==> src/common/sar_map.svh <==
// register offsets, field positions and reset values of the approximation register
`ifndef SAR_MAP_SVH
`define SAR_MAP_SVH

`define SAR_ADDR_W       8
`define SAR_DATA_W       32
`define SAR_RES_W        8

`define SAR_OFS_CTRL     8'h00
`define SAR_OFS_STATUS   8'h04
`define SAR_OFS_MASK     8'h08
`define SAR_OFS_RESULT   8'h0C

`define SAR_CTRL_FF_BIT  0
`define SAR_EVT_DONE     0
`define SAR_EVT_START    1
`define SAR_EVT_W        2
`define SAR_RES_DONE_BIT 8
`define SAR_RES_BUSY_BIT 9

`define SAR_CTRL_RST     1'h0
`define SAR_MASK_RST     2'h0
`define SAR_RESULT_RST   8'h00
`define SAR_MSB_TRIAL    8'h80
`define SAR_LSB_INDEX    3'h0
`define SAR_MSB_INDEX    3'h7

`endif

==> src/common/sar_pkg.sv <==
// types shared by the approximation register design
package sar_pkg;
	typedef enum logic [1:0] {
		SAR_CLEARED,
		SAR_BUSY,
		SAR_DONE
	} sar_state_t;
endpackage

==> src/rtl/sar_core.sv <==
// 8-bit successive approximation register with control port and interrupt
// Function
// holds an 8-bit result and sequences the whole conversion by itself.
// every control input is sampled only on the rising clock edge.
// cascades beyond 8 bits use the clear variant to hold the downstream part.
// feed-forward variant ends conversion early when shorten input is high.
// start request rising with clear low begins a new conversion.
// start request held high with clear low continues the ongoing conversion.
// start request low and clear low carries on the previous operation.
// feed-forward variant keeps result while done and start low; restarts on start.
// supports free-running (start held) and strobed (start pulsed) operation.
// no stable lock-up state while done is low under continuous clocking.
// clear variant needs start high for that; feed-forward variant needs nothing.
// feed-forward variant recirculates after done when start is held high.
// result appears as parallel bits and as a serial bit stream.
// clear zeroes all outputs next edge; stays cleared until start goes high (here outputs zero on the fifth edge that samples clear, after the pin filter).
// trial bits set MSB first, then kept or cleared by the comparator.
// done rises after the LSB decision or after the shorten input.
// serial bit shown while decided; inhibited first period, cleared, after done.
// comparator decision is settled before the edge that samples it.
//
// Decided for this implementation: the plain strobed port and the register offsets.
`include "sar_map.svh"
`timescale 1ns/1ps
`default_nettype none

module sar_core (
	// clock and reset
	input  wire logic                    ref_clk,
	input  wire logic                    reset,
	// converter pins
	input  wire logic                    begin_request,
	input  wire logic                    sync_clear,
	input  wire logic                    shorten_input,
	input  wire logic                    comp_in,
	output logic      [`SAR_RES_W-1:0]   result_bits,
	output logic                         serial_out,
	output logic                         conv_done,
	// register port
	input  wire logic [`SAR_ADDR_W-1:0]  reg_addr,
	input  wire logic [`SAR_DATA_W-1:0]  reg_wdata,
	input  wire logic                    reg_wr,
	input  wire logic                    reg_rd,
	output logic      [`SAR_DATA_W-1:0]  reg_rdata,
	// interrupt
	output logic                         irq
);

	// three-stage pin filter: value moves once stages two and three agree
	function automatic logic filt(input logic s2, input logic s3, input logic cur);
		filt = (s2 == s3) ? s3 : cur;
	endfunction

	logic [2:0]               beg_s;
	logic [2:0]               clr_s;
	logic [2:0]               sht_s;
	logic                     beg_f;
	logic                     clr_f;
	logic                     sht_f;
	logic                     cmp_f;
	logic                     beg_prev;
	logic                     clr_prev;
	logic                     ff_mode;
	logic [`SAR_EVT_W-1:0]    status;
	logic [`SAR_EVT_W-1:0]    mask;
	logic [`SAR_EVT_W-1:0]    evt;
	sar_pkg::sar_state_t      state;
	logic [2:0]               bit_idx;
	logic                     clr_evt;
	logic                     start_evt;
	logic                     stop_evt;
	logic                     last_bit;
	logic [`SAR_RES_W-1:0]    decided;
	logic                     done_d;

	// input synchronisers, all sampled on the rising edge
	always_ff @(posedge ref_clk) begin
		if (reset) begin
			beg_s <= 3'h0;
			clr_s <= 3'h0;
			sht_s <= 3'h0;
		end else begin
			beg_s <= {beg_s[1:0], begin_request};
			clr_s <= {clr_s[1:0], sync_clear};
			sht_s <= {sht_s[1:0], shorten_input};
		end
	end

	always_ff @(posedge ref_clk) begin
		if (reset) begin
			beg_f    <= 1'b0;
			clr_f    <= 1'b0;
			sht_f    <= 1'b0;
			beg_prev <= 1'b0;
			clr_prev <= 1'b0;
		end else begin
			beg_f    <= filt(beg_s[1], beg_s[2], beg_f);
			clr_f    <= filt(clr_s[1], clr_s[2], clr_f);
			sht_f    <= filt(sht_s[1], sht_s[2], sht_f);
			beg_prev <= beg_f;
			clr_prev <= clr_f;
		end
	end

	// comparator sits behind our own registered trial bits, so it is already on
	// this clock; filtering it would decide each bit from a stale trial
	assign cmp_f = comp_in;

	// clear only exists in the clear variant
	assign clr_evt = !ff_mode && clr_f;

	// start conditions of both variants
	always_comb begin
		start_evt = 1'b0;
		if (!clr_evt) begin
			if (beg_f && !beg_prev)
				start_evt = 1'b1;
			else if (beg_f && !ff_mode && clr_prev)
				start_evt = 1'b1;
			else if (beg_f && ff_mode && state == sar_pkg::SAR_DONE)
				start_evt = 1'b1;
			else if (ff_mode && state == sar_pkg::SAR_CLEARED)
				start_evt = 1'b1;
		end
	end

	assign last_bit = (bit_idx == `SAR_LSB_INDEX);
	assign stop_evt = state == sar_pkg::SAR_BUSY && !clr_evt && !start_evt
		&& (last_bit || (ff_mode && sht_f));

	// keep or drop the current trial bit, then raise the next one
	always_comb begin
		decided = result_bits;
		decided[bit_idx] = cmp_f;
		if (!last_bit)
			decided[bit_idx - 3'h1] = 1'b1;
	end

	// conversion sequencer
	always_ff @(posedge ref_clk) begin
		if (reset) begin
			state       <= sar_pkg::SAR_CLEARED;
			bit_idx     <= `SAR_MSB_INDEX;
			result_bits <= `SAR_RESULT_RST;
			conv_done   <= 1'b0;
		end else if (clr_evt) begin
			state       <= sar_pkg::SAR_CLEARED;
			bit_idx     <= `SAR_MSB_INDEX;
			result_bits <= `SAR_RESULT_RST;
			conv_done   <= 1'b0;
		end else if (start_evt) begin
			state       <= sar_pkg::SAR_BUSY;
			bit_idx     <= `SAR_MSB_INDEX;
			result_bits <= `SAR_MSB_TRIAL;
			conv_done   <= 1'b0;
		end else begin
			case (state)
				sar_pkg::SAR_BUSY: begin
					result_bits <= decided;
					if (stop_evt) begin
						state     <= sar_pkg::SAR_DONE;
						conv_done <= 1'b1;
					end else begin
						bit_idx <= bit_idx - 3'h1;
					end
				end
				sar_pkg::SAR_DONE: begin
					conv_done <= 1'b1;
				end
				sar_pkg::SAR_CLEARED: begin
					conv_done <= 1'b0;
				end
				default: begin
					state <= sar_pkg::SAR_CLEARED;
				end
			endcase
		end
	end

	// serial stream: the bit just decided, zero otherwise
	always_ff @(posedge ref_clk) begin
		if (reset) begin
			serial_out <= 1'b0;
		end else if (!clr_evt && !start_evt && state == sar_pkg::SAR_BUSY) begin
			serial_out <= cmp_f;
		end else begin
			serial_out <= 1'b0;
		end
	end

	// interrupt events: done rising and conversion start
	always_ff @(posedge ref_clk) begin
		if (reset)
			done_d <= 1'b0;
		else
			done_d <= conv_done;
	end

	assign evt[`SAR_EVT_DONE]  = conv_done && !done_d;
	assign evt[`SAR_EVT_START] = start_evt;

	// control and mask registers
	always_ff @(posedge ref_clk) begin
		if (reset) begin
			ff_mode <= `SAR_CTRL_RST;
			mask    <= `SAR_MASK_RST;
		end else if (reg_wr) begin
			if (reg_addr == `SAR_OFS_CTRL)
				ff_mode <= reg_wdata[`SAR_CTRL_FF_BIT];
			if (reg_addr == `SAR_OFS_MASK)
				mask <= reg_wdata[`SAR_EVT_W-1:0];
		end
	end

	// sticky status, write one to clear, a new event wins
	always_ff @(posedge ref_clk) begin
		if (reset)
			status <= '0;
		else if (reg_wr && reg_addr == `SAR_OFS_STATUS)
			status <= (status & ~reg_wdata[`SAR_EVT_W-1:0]) | evt;
		else
			status <= status | evt;
	end

	assign irq = |(status & mask);

	// read data, one cycle after the strobe; unmapped reads give zero
	always_ff @(posedge ref_clk) begin
		if (reset) begin
			reg_rdata <= '0;
		end else if (reg_rd) begin
			case (reg_addr)
				`SAR_OFS_CTRL:   reg_rdata <= {31'h0, ff_mode};
				`SAR_OFS_STATUS: reg_rdata <= {30'h0, status};
				`SAR_OFS_MASK:   reg_rdata <= {30'h0, mask};
				`SAR_OFS_RESULT: reg_rdata <= {22'h0, state == sar_pkg::SAR_BUSY,
					conv_done, result_bits};
				default:         reg_rdata <= '0;
			endcase
		end else begin
			reg_rdata <= '0;
		end
	end
endmodule // sar_core

`default_nettype wire

==> config.mk <==
export PLATFORM = sky130hd
export DESIGN_NAME = sar_core
export DESIGN_NICKNAME = d
export VERILOG_FILES = /design/src/common/sar_pkg.sv /design/src/rtl/sar_core.sv
export VERILOG_INCLUDE_DIRS = /design/src /design/src/common
export SDC_FILE = /design/constraint.sdc
export NUM_CORES = 1
export LEC_CHECK = 0
export ABC_AREA = 1
export ABC_CLOCK_PERIOD_IN_PS = 1650
export BUFFER_PORTS_ARGS = -buffer_cell sky130_fd_sc_hd__buf_2
export CORE_MARGIN = 4
export CORE_UTILIZATION = 40
export CTS_CLUSTER_DIAMETER = 50
export DETAILED_ROUTE_END_ITERATION = 10
export PLACE_DENSITY = 0.67
export SLEW_MARGIN = 0
export SYNTH_ARGS = -nofsm -noshare
export SYNTH_HDL_FRONTEND = slang
export SYNTH_SLANG_ARGS = --single-unit
==> constraint.sdc <==
create_clock -name ref_clk -period 1.65 [get_ports ref_clk]
set_input_delay 0.33 -clock ref_clk [delete_from_list [all_inputs] [get_ports ref_clk]]
set_output_delay 0.33 -clock ref_clk [all_outputs]
set_load 0.01 [all_outputs]
### Word-level counts from Yosys, hierarchy flattened

Cells that the tools add are included.

| word-level totals | value |
|---|---|
| bits in read-only memories | 0 |
| logic and storage cells | 106 |
| bits in writable memories | 0 |
| bits in latches | 0 |
| output and inout bits | 43 |
| register bits | 67 |
| memories kept | 0 |
| bits of input ports | 48 |

| cells by class | value |
|---|---|
| $add $sub $neg | 1 |
| equal/unequal tests | 11 |
| divide/modulo/power cells | 0 |
| reductions and logical operators | 40 |
| multipliers | 0 |
| muxes and demuxes | 20 |
| magnitude comparators | 4 |
| bitwise operators | 10 |
| shifts and indexed selects | 0 |

Operator list:

| operator | number |
|---|---|
| 10-bit one-hot mux with 4 select lines | 1 |
| 8-bit two-way mux | 3 |
| 1-bit logical AND | 17 |
| 8-bit by 4-bit == test with 1-bit output (second input constant) | 2 |
| 2-bit AND reduction | 6 |
| 2-bit OR reduction | 5 |
| 1-bit two-way mux | 9 |
| 8-bit bitwise mux | 1 |
| 8-bit by 3-bit == test with 1-bit output (second input constant) | 1 |
| 8-bit logical NOT | 1 |
| 3-bit by 4-bit < comparator with 1-bit output (second input constant) | 2 |
| 8-bit bitwise OR | 1 |
| 1-bit demux with 3-bit select | 2 |
| 3-bit by 1-bit greater-or-equal comparator with 1-bit output (second input constant) | 2 |
| 1-bit logical NOT | 5 |
| 2-bit AND | 2 |
| 2-bit two-way mux | 2 |
| 1-bit inverter | 4 |
| 2-bit bitwise OR | 2 |
| 2-bit one-hot mux with 2 select lines | 1 |
| 1-bit == test | 3 |
| 3-bit logical NOT | 1 |
| 3-bit inequality test (second input constant) | 1 |
| 1-bit one-hot mux with 3 select lines | 1 |
| other kinds (11) | 11 |

### Longest topological paths before layout

Gate-level depths: netlist of run 1.

| depth | value |
|---|---|
| word-level depth | 13 |
| gate-level depth with buffers | 10 |

### Worst setup path after synthesis of run 1

No wires, ideal clock.

| path | value |
|---|---|
| path kind | reg-to-reg |
| from | register bit_idx[0] |
| to | register result_bits[5] |
| clock period less this slack | 1329 ps |
| required time | 1537 ps |
| path buffers | 0 |
| cell stages (with the launch flop) | 11 |
| data arrival time | 1216 ps |
| setup time | 113 ps |
| path slack | 321 ps |
| cell sequence | dfxtp_1 -> inv_2 -> ha_1 -> inv_1 -> nand2_1 -> nand2_1 -> nor2_1 -> nand2_1 -> nand2_1 -> o21ai_1 -> inv_1 |

| on the way | value |
|---|---|
| cells in the longest elaborated chain, start to end | 7 |
| elaborated cells on any way between the ends | 15 |
| classes of those cells | 1 x add/sub; 4 x order compare; 6 x mux; 1 x bitwise; 3 x reduce/logical |

Ends and longest elaborated chain:

| what | RTL line | RTL |
|---|---|---|
| start, declared | sar_core.sv:68 | `logic [2:0] bit_idx;` |
| start signal, assigned | sar_core.sv:143 | `` bit_idx <= `SAR_MSB_INDEX; `` |
| start signal, assigned | sar_core.sv:148 | `` bit_idx <= `SAR_MSB_INDEX; `` |
| start signal, assigned | sar_core.sv:153 | `` bit_idx <= `SAR_MSB_INDEX; `` |
| 3-bit by 1-bit subtractor with 3-bit output, or another cell as far along | sar_core.sv:136 | `decided[bit_idx - 3'h1] = 1'b1;` |
| 3-bit by 4-bit < comparator with 1-bit output (not written as such), or another cell as far along | sar_core.sv:136 |  |
| 1-bit logical AND (not written as such) / 1-bit two-way mux (equally long branches) | sar_core.sv:136, sar_core.sv:134 |  |
| 1-bit two-way mux (not written as such) / 1-bit demux with 3-bit select (equally long branches) | sar_core.sv:136, sar_core.sv:134 |  |
| 1-bit demux with 3-bit select / 8-bit bitwise mux (equally long branches) | sar_core.sv:136, sar_core.sv:134 |  |
| 8-bit bitwise OR (no line) | n/a |  |
| 8-bit two-way mux * | sar_core.sv:135 | `if (!last_bit)` |
| end signal, assigned | sar_core.sv:144 | `` result_bits <= `SAR_RESULT_RST; `` |
| end signal, assigned | sar_core.sv:149 | `` result_bits <= `SAR_RESULT_RST; `` |
| end signal, assigned | sar_core.sv:154 | `` result_bits <= `SAR_MSB_TRIAL; `` |
| end, declared | sar_core.sv:36 | `` output logic [`SAR_RES_W-1:0] result_bits, `` |

Every way passes the cells marked *; elsewhere a longest branch is shown, timed or not.
A chain may end at the register's enable or synchronous reset.

### Worst setup path in the final report of run 1

| path | value |
|---|---|
| from | register bit_idx[1] |
| to | register bit_idx[0] |

| on the way | value |
|---|---|
| cells in the longest elaborated chain, start to end | 5 |

Ends and longest elaborated chain:

| what | RTL line | RTL |
|---|---|---|
| 3-bit logical NOT (no line) | n/a |  |
| 1-bit logical OR | sar_core.sv:129 | `&& (last_bit \|\| (ff_mode && sht_f));` |
| 1-bit logical AND | sar_core.sv:129 |  |
| 1-bit inverter (no line) | n/a |  |
| 2-bit AND reduction (no line) | n/a |  |

Every way passes these cells.

==> results.txt, run 1 <==
Summing all flip-flop and latch instances after layout gives approximately 900 um2. The die covers 0.00645 mm2. The number of warnings printed during yosys synthesis is 0. The worst clock skew is roughly 12 ps. Once layout is complete, the cells apart from fillers number 412. The first global-routing pass estimated 6140 um of wire. The top-area cell type share of the netlist area is 43.1%. Max-cap violations in this run came to 0. The power share of the combinational group came out at 5.3%. The via density per instance came out at 4.14. The total count of hold-check failures in the final report came to 0. The total power per unit cell area came out at 858 mW/mm2.

The maximum clock frequency came out at 714 MHz. In the final layout, the share of cells above drive strength 1 is 18.1%. The routed design has just under 4000 um of wire. The count of mapped cells out of synthesis is around 300.

Setup repair after global routing left no endpoint under its margin. The largest family of logic cells by synthesized area is simple AND/OR/NAND/NOR gates. The number of buffers inserted by post-CTS setup repair is 0. After synthesis, the mean cell area works out to 7.04 um2.

The maximum level of the CTS H-tree is 2. The DRC violation count after routing came out at 0. The placed cell count is 404.

The number of pins with negative max-slew slack in the final report came to 0. Walking the worst path, the cells encountered are inv_1 -> ha_1 -> nand2_1 -> nand2_1 -> nand4_4 -> nand2_2 -> nand2_1 -> nand3_1. The arithmetic-cell share of the synthesized area counting full adders, half adders and majority gates came out at 1.20%. STA classifies the critical path endpoint as a register. The average detailed-routed wire length per instance came out at 9.33 um. The number of global-route vias before repair came out at 1421. The proportion of power drawn by flip-flops and latches is 53.4%. STA classifies the critical path startpoint as a register. Summing the areas of all compound-gate instances in the mapped netlist gives 6.64% of the synthesized area.

The total grt overflow came out at 0. The clock-pin slew reported for the worst setup and hold paths after clock tree synthesis came out at around 90 ps. The number of CTS-inserted buffers came out at 5.

The run finished with clean final reports. The share of the synthesized netlist area taken by xor and xnor gates came out at 0%. Data on the critical path is required at its endpoint by approximately 1800 ps. The final layout contains 391 nets.

The die is 80.3 um wide. The path category of the worst min-delay check is in2reg. The estimated wirelength of the detail-placed design came out at 2920 um. 91 I/O pins were placed. Entering global routing, the biggest net connects 15 pins. The initial antenna violation count is 0. The internal power contribution came out at 1620 uW. The part of the cycle the worst path needs is 84.9%. The core outline area is 0.00507 mm2. The sequential element share of the synthesized area came out at 43.1%. The filler cell count in the final layout is about 500. The cell sitting at the root of the clock tree is a sky130_fd_sc_hd__clkbuf_8. By startpoint and endpoint, the worst setup path is classified as reg2reg. The maximum buffer depth of the clock tree came out at 2. Across all register-to-register paths, the minimum setup slack is 250 ps. The area overhead of the layout relative to synthesis is 15.0%.

The detailed router placed 1705 vias in this run. The slowest stage of the critical path is the sky130_fd_sc_hd__dfxtp_1 cell. The maximum single-stage delay on the critical path is 400 ps. The number of nets still failing antenna checks after routing came out at 0. The library cell appearing most often on the critical path is sky130_fd_sc_hd__nand2_1. The analysis attributes to net switching a power of 439 uW. The total of endpoints with negative setup slack in the final report came out at 0. Summing every instance area after synthesis gives 0.00209 mm2.

The number of library cell types mapped by synthesis is 21. The height of the die is 80.3 um. The clock share of power came out at 41.3%.

The number of buffer cells added on primary ports came out at 38. In the post-synthesis netlist, the biggest area contributors are sky130_fd_sc_hd__dfxtp_1 43%, sky130_fd_sc_hd__nand2_1 10%, sky130_fd_sc_hd__nor2_1 9.3%. In this run the worst path has a maximum fanout of 6. The cell taking the most area after synthesis is sky130_fd_sc_hd__dfxtp_1. The number of synthesized register bits came out at 45.

The worst supply voltage drop on vdd came out at just over 400 uV. The multi-input combinational cells in the finished layout cover a total of roughly 890 um2. The worst endpoint data arrival time came out at 1580 ps. Multiplexer cells account for 0% of the synthesized area.

The aggregate negative setup slack came out at 0 ps. The row count came out at 26. The count of inserted antenna diode cells came out at 0. The global-route usage over all layers is 12.1%. The first detailed-routing pass took 4 iterations.

TritonCTS built the clock tree. The proportion of total power due to net switching came out at 21.3%. The total power draw is 2060 uW. The number of DRC markers after the initial detailed-route iteration is about 130. The clock drives 45 sinks. The initial utilization of the core area, before any placement, comes to 41.2%. The synthesized-area fraction occupied by and/or/nand/nor cells came out at 30.9%.

The clock latency reported for the late side of the worst-skew pair is 290 ps. At the end of routability-driven placement, the weighted congestion stood at 0.890. The final period demand of the worst path is 1400 ps. In this run the static leakage power is 0.00120 uW.
[cells in the final DEF (no fill, tap or decap), drive strengths merged]
cell type	instances
nand2	61
nor2	58
inv	52
dfxtp	45
buf	41
nand3	24
conb	22
o21ai	13
a21oi	10
clkbuf	7
o211ai	2
ha	2
nor3	2
a22o	1
nand4	1
bufinv	1
[state kept, by name, summed over array words and instances, names as in the netlist]
register / flops
state: 2
bit_idx: 3
status: 2
conv_done: 1
clr_f: 1
serial_out: 1
beg_prev: 1
mask: 2
beg_s: 3
sht_s: 3
done_d: 1
result_bits: 8
reg_rdata: 10
ff_mode: 1
clr_prev: 1
sht_f: 1
beg_f: 1
clr_s: 3
[routing by layer]
layer / up-vias / GRT usage [%] / share of wire [%]
li1: 949 / - / -
met1: 712 / 15.5 / 50
met3: 5 / 3.14 / 6.1
met4: 0 / 4.56 / 1.4
met5: - / 0 / 0
met2: 39 / 19.3 / 42
[stage by stage]
step	instance area [um2]	setup WS (ps)	hold WS, ps	utilization, %
floorplan	2170	321	388	-
global placement	2290	155	389	45.1
detailed placement	2290	173	393	45.1
CTS	2400	143	223	47.4
global route	2410	75.1	231	47.4
finish	2410	249	230	47.4
[power by group through the flow]
stage / clock network, uW / registers, uW / logic (uW)
final: 853 / 1100 / 109
after global routing: 906 / 1100 / 124
after detailed placement: 0 / 1130 / 108
after floorplan: 0 / 1130 / 110
after global placement: 0 / 1130 / 107
after CTS: 878 / 1100 / 109
[critical path: cells and delay by family, from the launching register on]
| family | cells | cell delay (ps) |
|---|---|---|
| buf+inv | 1 | 110 |
| fa+ha+maj | 1 | 190 |
| flops | 1 | 400 |
| simple gates | 6 | 580 |
[final cells by class]
cell class                      count  area share, %
Inverter                           52           8.11
Multi-Input combinational cell    196           37.1
Clock buffer                        7           3.59
Tap cell                           70           3.64
Clock inverter                      1           1.25
Sequential cell                    45           37.5
Timing Repair Buffer               41           8.84
[logic make-up (layout without fill, tap and decap cells)]
| family | count (synthesis) | in the layout |
|---|---|---|
| other | 1 | 22 |
| AND/OR/NAND/NOR | 146 | 146 |
| adder cells (fa/ha/maj) | 2 | 2 |
| AO/OA/AOI/OAI | 26 | 26 |
| flip-flops | 45 | 45 |
| buffers and inverters | 77 | 101 |
[cell usage after synthesis]
cell,n
sky130_fd_sc_hd__inv_1,50
sky130_fd_sc_hd__nand3_1,24
sky130_fd_sc_hd__a21oi_1,10
sky130_fd_sc_hd__nor2_2,2
sky130_fd_sc_hd__nand2_2,3
sky130_fd_sc_hd__ha_1,2
sky130_fd_sc_hd__a22o_1,1
sky130_fd_sc_hd__o211ai_1,2
sky130_fd_sc_hd__nor2_1,52
sky130_fd_sc_hd__nor2_4,4
sky130_fd_sc_hd__nand4_4,1
sky130_fd_sc_hd__o21ai_0,7
sky130_fd_sc_hd__buf_2,2
sky130_fd_sc_hd__buf_4,23
sky130_fd_sc_hd__o21ai_1,6
sky130_fd_sc_hd__nor3_2,1
sky130_fd_sc_hd__dfxtp_1,45
sky130_fd_sc_hd__conb_1,1
sky130_fd_sc_hd__inv_2,2
sky130_fd_sc_hd__nor3_1,1
sky130_fd_sc_hd__nand2_1,58
[path summary, 6_finish.rpt]
check | startpoint | end | depth (start not counted)
worst min-delay path | sync_clear | clr_s[0] | 3
worst max register to register | bit_idx[1] | bit_idx[0] | 8
worst max-delay path | bit_idx[1] | bit_idx[0] | 8
worst min register to register | clr_s[0] | clr_s[1] | 2
[timing repair]
item                       CTS  global route
resized for setup            0             1
hold buffers                 0             0
setup endpoints to repair    0             7
No activity file was read; power rests on OpenSTA's default activity.
==> run 2: changes to the inputs <==
ABC_CLOCK_PERIOD_IN_PS = 1400   (was 1650)
clock period = 1.4 ns   (was 1.65 ns; I/O delays follow)
==> run 2 against run 1 <==
Wire length up 3.8%. Register-to-register slack got worse by 160 ps. Clock-buffer cell count is 2 lower. Clock power is 8.6% higher. Design area up 1.9%. Largest cell class unchanged. Maximum frequency increased by 7.1%. Critical path type unchanged. Cell count is 1.2% higher. Clock skew shrank 7.8 ps. Sequential share of layout area down 0.55 points. Hold slack lost 47 ps.
==> results.txt, run 2 (same netlist as run 1, synthesis figures left out) <==
The count of boundary I/O pins is 91 (unchanged). The tightest min-delay check is of the in2reg type. The part of the cycle the worst path needs came out at 93.5% (+8.5 points). The core outline area came out at 0.00507 mm2 (unchanged).

The estimated wirelength of the detail-placed design came out at 3150 um (+8.0%). The wire length of the first global-routing pass came to 6400 um (+4.3%). The via count is 1762 (+3.3%).

The ratio of cells with drive above 1 in the final layout came out at 21.3% (+3.2 points). The total die area came out at 0.00645 mm2 (unchanged). The proportion of power drawn by flip-flops and latches came to 55.1% (+1.7 points). The total power draw is 2360 uW (+14%). The initial standard-cell utilization of the core is 41.2% (unchanged). The number of max-capacitance violations reported is 0 (unchanged). The core utilization of the finished layout is 48.3% (+0.91 points). The static leakage is 0.00123 uW (+2.0%). The worst endpoint data arrival time came to 1500 ps (-80 ps). The number of pins with negative max-slew slack in the final report is 0 (unchanged).

The proportion of total power due to net switching was 21.3% (+0.039 points). The average detailed-routed wire length per instance is 9.57 um (+2.6%). The worst setup path is captured at a register.

Setup repair after global routing could not meet its margin everywhere. The critical path is of the reg2reg type. The final period demand of the worst path is 1310 ps (-92.8 ps). The final standard cell area without fillers came to 0.00245 mm2 (+1.9%).

The required time of the critical path is 1600 ps (-220 ps). The DRC violation count after routing came out at 0 (unchanged). The pin count of the biggest net entering global routing was 15 (unchanged). The height of the die came out at 80.3 um (unchanged). The final weighted congestion in routability-driven placement is 0.899 (+0.99%). The count of inserted antenna diode cells came out at 0 (unchanged). The number of nets still failing antenna checks after routing came out at 0 (unchanged). The most flop-heavy register is reg_rdata.

The filler-free cell count of the finished design came out at 417 (+1.2%). The post-place instance area is 0.00233 mm2 (+1.6%). The total of endpoints with negative setup slack in the final report came out at 0 (unchanged). The power share of the combinational group came out at 5.7% (+0.4 points). The number of detailed-routing iterations run before antenna repair came out at 4 (unchanged). The clock root buffer master is sky130_fd_sc_hd__clkbuf_8.

The top cell types in the final layout, fill and taps aside, are 56 x sky130_fd_sc_hd__nand2_1, 51 x sky130_fd_sc_hd__nor2_1, 50 x sky130_fd_sc_hd__inv_1. The row count came out at 26 (unchanged). The switching component of the power was 503 uW (+14%). The overall die width came out at 80.3 um (unchanged). The total power per unit cell area came out at 961 mW/mm2 (+12%). The clock share of power came out at 39.3% (-2.0 points). The number of CTS-inserted buffers is 5 (unchanged).

The via density per instance came out at 4.23 (+2.1%). The maximum level of the CTS H-tree is 2 (unchanged). The global-route usage over all layers came out at 12.7% (+0.69 points). The worst clock skew came out at 3.82 ps (-7.82 ps).

The maximum clock frequency is 764 MHz (+7.1%). The placed cell count came out at 409 (+1.2%). The internal power contribution is 1860 uW (+14%). The clock latency reported for the late side of the worst-skew pair is 290 ps (about the same). The area overhead of the layout relative to synthesis came out at 17.2%. The critical-path maximum fanout came out at 6 (unchanged). The clock tree from TritonCTS is done.

The largest registers in the layout are reg_rdata: 10 flops, result_bits: 8 flops. The worst supply voltage drop on vdd came out at 528 uV (+27%). The clock sink total is 45 (unchanged). The number of buffer cells added on primary ports was 38 (unchanged). The number of global-route vias before repair is 1532 (+7.8%).

The total number of nets in the final design came out at 397 (+1.5%). The clock-pin slew reported for the worst setup and hold paths after clock tree synthesis came out at 80 ps (about the same). The worst setup slack for register-to-register paths is 90 ps (-160 ps). The number of flip-flops under the largest register name came out at 10 (unchanged). The run finished with clean final reports. The total grt overflow is 0 (unchanged). The total count of hold-check failures in the final report is 0 (unchanged). The initial antenna violation count came out at 0 (unchanged).

The maximum buffer depth of the clock tree came out at 2 (unchanged). The most common cell after layout, fill and taps aside is sky130_fd_sc_hd__nand2_1. The post-cts hold buffer count came out at 0 (unchanged). The nature of the critical path startpoint is a register. The number of DRC markers after the initial detailed-route iteration is 89 (-29%). The total wire length after detailed routing was 3990 um (+3.8%).
==> run 2: changes by cell type in the layout (fill, tap and decap cells not counted), moves of 2 or more <==
cell                      previous run  this run
sky130_fd_sc_hd__o21ai_1             6         8
sky130_fd_sc_hd__dfxtp_2             1         4
sky130_fd_sc_hd__o21ai_0             7         5
sky130_fd_sc_hd__dfxtp_1            44        41
sky130_fd_sc_hd__nand2_2             3         5
sky130_fd_sc_hd__nand2_1            58        56
sky130_fd_sc_hd__buf_4               3         9
==> run 2: timing repair <==
action | 4_1_cts | 5_1_grt
gates resized for setup | 0 | 10
setup endpoints to repair | 0 | 13
buffers inserted | 0 | 1
==> run 2: power by group through the flow <==
stage,clock network [uW],logic [uW],registers [uW]
5_1_grt,1020,152,1300
2_1_floorplan,0,129,1330
3_5_place_dp,0,132,1330
6_report,926,134,1300
3_3_place_gp,0,131,1330
4_1_cts,961,133,1300
==> run 2: final cells by class <==
cell class	instances	area, um2
multi-input combinational	196	900
timing repair buffer	47	258
inverter	52	198
clock inverter	2	35.0
sequential	45	906
tap	70	87.6
clock buffer	5	68.8
fill	555	2620
==> run 2: final timing paths <==
kind,to,startpoint,depth (start not counted)
worst max-delay path,result_bits[5],bit_idx[0],8
worst min-delay path,sht_s[0],shorten_input,3
worst max register to register,result_bits[5],bit_idx[0],8
worst min register to register,sht_s[1],sht_s[0],2
==> run 2: metrics by stage <==
step / hold slack (ps) / worst slack, ps / setup TNS (ps)
after global routing: 169 / -19.5 / -19.5
final: 182 / 91.5 / 0
after detailed placement: 392 / 72.5 / 0
after floorplan: 363 / 70.6 / 0
after CTS: 176 / 42.9 / 0
after global placement: 389 / 73.3 / 0
==> run 2: layer usage <==
metal | up-vias | part of all wire (%) | GRT usage [%] | routed length, um
met5 | - | 0 | 0 | 0
met4 | 0 | 1.7 | 6.59 | 69
met3 | 6 | 7.3 | 4.04 | 292
met2 | 45 | 44 | 20.3 | 1770
met1 | 758 | 47 | 15.3 | 1860
li1 | 953 | - | - | -
==> run 2: critical path, stage by stage, from the launching register on <==
cell and delay, ps:
sky130_fd_sc_hd__dfxtp_2 350, sky130_fd_sc_hd__inv_4 60, sky130_fd_sc_hd__ha_1 330, sky130_fd_sc_hd__inv_1 120, sky130_fd_sc_hd__nor2_1 70, sky130_fd_sc_hd__nand2_1 60
sky130_fd_sc_hd__nand2_1 60, sky130_fd_sc_hd__o21ai_1 120, sky130_fd_sc_hd__inv_1 50
